===== config.mk =====
export PLATFORM = sky130hd
export DESIGN_NAME = spso_core
export DESIGN_NICKNAME = d
export VERILOG_FILES = /design/src/inc/spso_pkg.sv /design/src/design/spso_core.sv
export SDC_FILE = /design/constraint.sdc
export NUM_CORES = 1
export LEC_CHECK = 0
export BUFFER_PORTS_ARGS = -buffer_cell sky130_fd_sc_hd__buf_2
export CAP_MARGIN = 5
export CORE_ASPECT_RATIO = 0.5
export CORE_UTILIZATION = 35
export CTS_CLUSTER_DIAMETER = 30
export DETAILED_ROUTE_END_ITERATION = 10
export GPL_TIMING_DRIVEN = 0
export PLACE_DENSITY = 0.61
export SLEW_MARGIN = 40
export SYNTH_ARGS = -nofsm -noshare
export SYNTH_HDL_FRONTEND = slang
export SYNTH_SLANG_ARGS = --single-unit
export TNS_END_PERCENT = 20

===== constraint.sdc =====
create_clock -name MCLK -period 1.4 [get_ports MCLK]
set_input_delay 0.07 -clock MCLK [delete_from_list [all_inputs] [get_ports MCLK]]
set_output_delay 0.07 -clock MCLK [all_outputs]
set_load 0.1 [all_outputs]

===== src/inc/spso_pkg.sv =====
// Package: constants and types of the suspend pin override and bus status indicator block
// Operation
// - Override off: outputs keep level and driver.
// - Override on: suspended pins take programmed values.
// - Drive bit 0 gives push-pull output.
// - Drive bit 1 gives open-drain output.
// - Indicator level bit is live, read-only.
// - Select 000: high on suspend or reset.
// - Select 001: high while suspended.
// - Select 010: high suspended, or unconfigured high-power.
// - Select 011: high during bus reset.
// - Select 100: high on suspend or reset.
// - Select 101: low while suspended.
// - Select 110: low suspended, or unconfigured high-power.
// - Select 111: low during bus reset.
// - Level bit 1 high, 0 low.
package spso_pkg;

  localparam int          SPSO_AW            = 10;
  localparam int          SPSO_DW            = 16;

  // Register offsets
  localparam logic [9:0]  SPSO_OFS_LEVEL     = 10'h06a;
  localparam logic [9:0]  SPSO_OFS_DRIVE     = 10'h06b;
  localparam logic [9:0]  SPSO_OFS_REVISION  = 10'h260;
  localparam logic [9:0]  SPSO_OFS_STATUS    = 10'h262;

  // Field positions
  localparam int          SPSO_BIT_OVERRIDE  = 15;
  localparam int          SPSO_BIT_LEVEL2    = 13;
  localparam int          SPSO_SECOND_INDICATOR_SELECT_LSB      = 10;

  // Covered pins and writable bits
  localparam logic [15:0] SPSO_PIN_MASK      = 16'h3ccf;
  localparam logic [15:0] SPSO_DRIVE_WMASK   = 16'hbccf;
  localparam logic [15:0] SPSO_LEVEL_WMASK   = 16'h3ccf;

  // Values after reset
  localparam logic [15:0] SPSO_LEVEL_RST     = 16'h0000;
  localparam logic [15:0] SPSO_DRIVE_RST     = 16'h0000;
  localparam logic [2:0]  SPSO_SECOND_INDICATOR_SELECT_RST      = 3'h0;

  // Indicator select codes
  localparam logic [2:0]  SPSO_SEL_SUSP_RST_HI = 3'h0;
  localparam logic [2:0]  SPSO_SEL_SUSP_HI     = 3'h1;
  localparam logic [2:0]  SPSO_SEL_POWER_HI    = 3'h2;
  localparam logic [2:0]  SPSO_SEL_RST_HI      = 3'h3;
  localparam logic [2:0]  SPSO_SEL_SUSP_RST_HI2 = 3'h4;
  localparam logic [2:0]  SPSO_SEL_SUSP_LO     = 3'h5;
  localparam logic [2:0]  SPSO_SEL_POWER_LO    = 3'h6;
  localparam logic [2:0]  SPSO_SEL_RST_LO      = 3'h7;

  // Register bus request
  typedef struct packed {
    logic              wr;
    logic              rd;
    logic [9:0]        addr;
    logic [15:0]       wdata;
  } spso_bus_t;

  // Whole state of the block
  typedef struct packed {
    logic [15:0]       level_q;
    logic [15:0]       drive_q;
    logic [2:0]        second_indicator_select_q;
    logic [15:0]       rdata_q;
    logic              lvl2_meta_q;
    logic              lvl2_sync_q;
    logic [15:0]       pin_o_q;
    logic [15:0]       pin_oe_q;
    logic              stat2_o_q;
    logic              stat2_oe_q;
  } spso_state_t;

endpackage


===== src/design/spso_core.sv =====
// Suspend pin override, revision register and second bus status indicator
`timescale 1ns/10ps
`default_nettype none

module spso_core
  import spso_pkg::*;
#(
  parameter logic [15:0] REVISION = 16'h00a5 // Arbitrary value
)
(
  input  wire logic        MCLK,
  input  wire logic        RESETN,
  input  wire logic [9:0]  ADDR,
  input  wire logic [15:0] WDATA,
  input  wire logic        WR,
  input  wire logic        RD,
  output var  logic [15:0] RDATA,
  input  wire logic        SUSPEND,
  input  wire logic        BUS_RESET,
  input  wire logic        CONFIGURED,
  input  wire logic        HIGH_POWER,
  input  wire logic [15:0] NORM_O,
  input  wire logic [15:0] NORM_OE,
  output var  logic [15:0] PIN_O,
  output var  logic [15:0] PIN_OE,
  input  wire logic        STAT2_I,
  output var  logic        STAT2_O,
  output var  logic        STAT2_OE
);

  spso_bus_t   bus;
  spso_state_t st_q;
  spso_state_t st_d;
  logic [15:0] susp_o;
  logic [15:0] susp_oe;
  logic        override;
  logic        unconf_hp;
  logic        ind_level;

  // Bundle the register port
  assign bus.wr    = WR;
  assign bus.rd    = RD;
  assign bus.addr  = ADDR;
  assign bus.wdata = WDATA;

  assign override  = st_q.drive_q[SPSO_BIT_OVERRIDE];
  assign unconf_hp = HIGH_POWER & ~CONFIGURED;

  // Per-pin suspend value; open-drain only pulls low, releases for a high
  genvar gi;
  generate
    for (gi = 0; gi < 16; gi++)
    begin : g_pin
      assign susp_o[gi]  = SPSO_PIN_MASK[gi] & st_q.level_q[gi] & ~st_q.drive_q[gi];
      assign susp_oe[gi] = SPSO_PIN_MASK[gi] & (~st_q.drive_q[gi] | ~st_q.level_q[gi]);
    end
  endgenerate

  // Indicator decode from the select field
  always_comb
  begin
    case (st_q.second_indicator_select_q)
      SPSO_SEL_SUSP_RST_HI:  ind_level = SUSPEND | BUS_RESET;
      SPSO_SEL_SUSP_HI:      ind_level = SUSPEND;
      SPSO_SEL_POWER_HI:     ind_level = SUSPEND | unconf_hp;
      SPSO_SEL_RST_HI:       ind_level = BUS_RESET;
      SPSO_SEL_SUSP_RST_HI2: ind_level = SUSPEND | BUS_RESET;
      SPSO_SEL_SUSP_LO:      ind_level = ~SUSPEND;
      SPSO_SEL_POWER_LO:     ind_level = ~(SUSPEND | unconf_hp);
      SPSO_SEL_RST_LO:       ind_level = ~BUS_RESET;
      default:               ind_level = 1'b0;
    endcase
  end

  // Next state: registers, read data, pins, indicator
  always_comb
  begin
    st_d = st_q;
    // Pin level passes two flops before anyone looks at it
    st_d.lvl2_meta_q = STAT2_I;
    st_d.lvl2_sync_q = st_q.lvl2_meta_q;

    // Reserved bits are never stored, so they read back as zero
    if (bus.wr)
    begin
      case (bus.addr)
        SPSO_OFS_LEVEL: st_d.level_q = bus.wdata & SPSO_LEVEL_WMASK;
        SPSO_OFS_DRIVE: st_d.drive_q = bus.wdata & SPSO_DRIVE_WMASK;
        SPSO_OFS_STATUS: st_d.second_indicator_select_q = bus.wdata[SPSO_SECOND_INDICATOR_SELECT_LSB +: 3];
        default: st_d.second_indicator_select_q = st_q.second_indicator_select_q; // Revision and unmapped: ignored
      endcase
    end

    // Read data stands for one cycle only
    st_d.rdata_q = 16'h0000;
    if (bus.rd)
    begin
      case (bus.addr)
        SPSO_OFS_LEVEL:    st_d.rdata_q = st_q.level_q;
        SPSO_OFS_DRIVE:    st_d.rdata_q = st_q.drive_q;
        SPSO_OFS_REVISION: st_d.rdata_q = REVISION;
        SPSO_OFS_STATUS:
        begin
          st_d.rdata_q[SPSO_BIT_LEVEL2]      = st_q.lvl2_sync_q;
          st_d.rdata_q[SPSO_SECOND_INDICATOR_SELECT_LSB +: 3]   = st_q.second_indicator_select_q;
        end
        default:           st_d.rdata_q = 16'h0000;
      endcase
    end

    // Pin selection; holding the last value keeps a frozen core from glitching pins
    if (SUSPEND && override)
    begin
      st_d.pin_o_q  = susp_o;
      st_d.pin_oe_q = susp_oe;
    end
    else if (SUSPEND)
    begin
      st_d.pin_o_q  = st_q.pin_o_q;
      st_d.pin_oe_q = st_q.pin_oe_q;
    end
    else
    begin
      st_d.pin_o_q  = NORM_O & SPSO_PIN_MASK;
      st_d.pin_oe_q = NORM_OE & SPSO_PIN_MASK;
    end

    st_d.stat2_o_q  = ind_level;
    st_d.stat2_oe_q = 1'b1;
  end

  // State register
  always_ff @(posedge MCLK or negedge RESETN)
  begin
    if (!RESETN)
    begin
      st_q             <= '0;
      st_q.level_q     <= SPSO_LEVEL_RST;
      st_q.drive_q     <= SPSO_DRIVE_RST;
      st_q.second_indicator_select_q      <= SPSO_SECOND_INDICATOR_SELECT_RST;
    end
    else
    begin
      st_q <= st_d;
    end
  end

  assign RDATA    = st_q.rdata_q;
  assign PIN_O    = st_q.pin_o_q;
  assign PIN_OE   = st_q.pin_oe_q;
  assign STAT2_O  = st_q.stat2_o_q;
  assign STAT2_OE = st_q.stat2_oe_q;
endmodule // spso_core

`default_nettype wire


==> flow_summary.ini <==
[worst_setup_path]
crit_path_end_kind = flip-flop
rr_worst_depth = 3
r2r_end = STAT2_O
path_class = reg2reg
r2r_slack_ns = 0.11
crit_fanout = 9
cp-start-kind = flip-flop
arrival_ns = 1.47
r2r_start = st_q[52]
required_ns = 1.58

[outcome]
status = complete, no violations

[floorplanning]
dieArea_um2 = 9340
die_w_um = 136
core_area_um2 = 8320
initial_core_util_pct = 37.6
fp.dieH_um = 68.8
rows = 23
pin_count = 117

[layout]
final_cell_mix = 84 x buf_2, 60 x dfrtp_1, 48 x buf_4
layout.nets = 486
final_common_cell = buf_2
fin_area_um2 = 4260
n_fill_cell = 795
antenna_cells = 0
postLayoutCoreUtil_pct = 51.2
drive_above_1_share_pct = 39.2
synthToLayoutAreaGrowth_pct = 36.1

[detailed_routing]
dr.pass1.iters = 4
drc = 0
routed_wl_um = 7430
vias = 2424
final_antenna_net_count = 0
vias_per_cell = 4.53
drt_iter0_markers = 115
wl_per_cell_um = 13.9

[timing]
max_slew_margin_pct = 57.2
drv_slew = 0
setup_violations = 0
finalCritPeriodShare_pct = 92.1
finClkSkew_ns = 0.00396
hold_violations = 0
fin_crit_ns = 1.29
tightest_slew_ns = 0.641
holdWs_ns = 0.00668
max_freq_ghz = 0.775
rsz0062_at_grt = false

[logic_synthesis]
ys.flop_type = dfrtp_1
netlist_area_um2 = 3130
synth_edf_count = 0
synth_cell_type_count = 37
ys_warn_count = 0
synthArstFlopShare_pct = 100
postSynthCellCount = 287
syn_avg_cell_area_um2 = 10.9
yosysSeqAreaShare_pct = 48.0
synth-seq-cells = 60

[global_routing]
grt_util_all_layers_pct = 17.2
grt_pass1_vias = 2318
antenna_found_initial = 0
gr-total-overflow = 0
grt_max_degree = 61
grt_pass1_wl_um = 11800

[clock_tree]
clockBufferDepth = 2
cts.reportedPaths.clkPinSlew_ns = 0.05
cts_buffers = 9
clock_sinks = 60
cts_tree = done
cts_htree_levels = 3
root_buffer = clkbuf_16
insertion_delay_ns = 0.32

[min_path]
min_path_type = in2reg
hold_depth = 2
hold_end = st_q[54]
min_from = WDATA[12]

[place]
port_buffers = 82
place_congestion = 0.717
dp_hpwl_um = 5080
placed_cell_area_um2 = 3740

[run]
drv_cap = 0

[pwr]
p_leak_nw = 2.20
power_density_nw_per_um2 = 1160
ir_drop_mv = 0.689
[routing by layer]
layer	vias up	routed length [um]	global-route usage, %
met3	12	362	3.44
li1	1202	-	-
met4	0	97	6.46
met5	-	0	0
met2	63	3580	29.6
met1	1147	3390	21.8
[sequential cells by signal (all words and copies together), names as in the netlist]
name      cells
PIN_O        10
PIN_OE       10
RDATA        12
STAT2_O       1
STAT2_OE      1
override      1
st_d          1
st_q         24
[kinds of logic after synthesis]
family / share of synthesized area (%)
buffers and inverters: 15.9
AND/OR/NAND/NOR: 12.0
flip-flops: 48.0
AO/OA/AOI/OAI: 10.5
multiplexers: 13.3
other: 0.240
[worst max-delay path, cell delays in order (launching register included)]
cell	delay [ns]
dfrtp_1	0.47
and3b_1	0.20
a2111oi_0	0.38
a211oi_1	0.10
[worst max path at each step]
stage               cells after the start  startpoint  slack, ns   endpoint
finish                                  3    st_q[52]       0.11    STAT2_O
global route                            5    override      0.009  PIN_OE[2]
detailed placement                      5     ADDR[7]      -0.11   st_q[84]
global placement                        5     ADDR[2]      -0.09   st_q[77]
CTS                                     4    override       0.01  PIN_OE[2]
floorplan                               4     ADDR[7]       0.15   st_q[71]
[layout make-up]
cell class                 count  area, um2  share of cell area [%]
tap                          112        140                    3.29
buffer                        62        435                    10.2
timing repair buffer         106        657                    15.4
multi-input combinational    162       1180                    27.8
clock buffer                  13        260                    6.12
clock inverter                 2       10.0                   0.235
inverter                      18       67.6                    1.59
sequential                    60       1500                    35.3
[timing repair]
action,4_1_cts,5_1_grt
endpoints found under the setup margin,15,9
pin swaps,0,0
hold buffers,24,0
resized for setup,3,3
hold endpoints to repair,90,0
buffers inserted,0,0
[metrics by stage]
| step | worst slack, ns | std cells | total power [mW] | TNS [ns] |
|---|---|---|---|---|
| after CTS | 0.0108 | 535 | 5.00 | 0 |
| after floorplan | 0.148 | 302 | 2.71 | 0 |
| final | 0.110 | 535 | 4.96 | 0 |
| after detailed placement | -0.106 | 496 | 2.92 | -1.67 |
| after global placement | -0.0863 | 496 | 2.92 | -1.49 |
| after global routing | 0.00875 | 535 | 5.14 | 0 |
[where the power goes]
part           leakage, nW  total [mW]  internal, mW  switching [mW]
Clock                0.135        2.01          1.28           0.732
Combinational         1.29        1.10         0.295           0.805
Sequential           0.780        1.85          1.80          0.0417
Total                 2.20        4.96          3.38            1.58
[Yosys cell counts (2+ instances only)]
master / n / area, um2
a21oi_1: 8 / 40.0
a31oi_1: 3 / 18.8
buf_2: 2 / 10.0
buf_4: 48 / 360
buf_6: 2 / 22.5
clkbuf_1: 10 / 37.5
conb_1: 2 / 7.51
dfrtp_1: 60 / 1500
inv_1: 18 / 67.6
mux2_1: 20 / 225
mux2_4: 10 / 150
mux2i_1: 3 / 30.0
nand2_1: 14 / 52.6
nand2b_1: 4 / 25.0
nand3_1: 19 / 95.1
nand3b_1: 4 / 30.0
nor2_1: 7 / 26.3
nor2b_1: 2 / 12.5
nor3_1: 3 / 15.0
o211ai_1: 10 / 75.1
o21a_1: 7 / 52.6
o21ai_0: 10 / 50.1
o221ai_1: 7 / 61.3
Power figures use the tool's default switching activity.
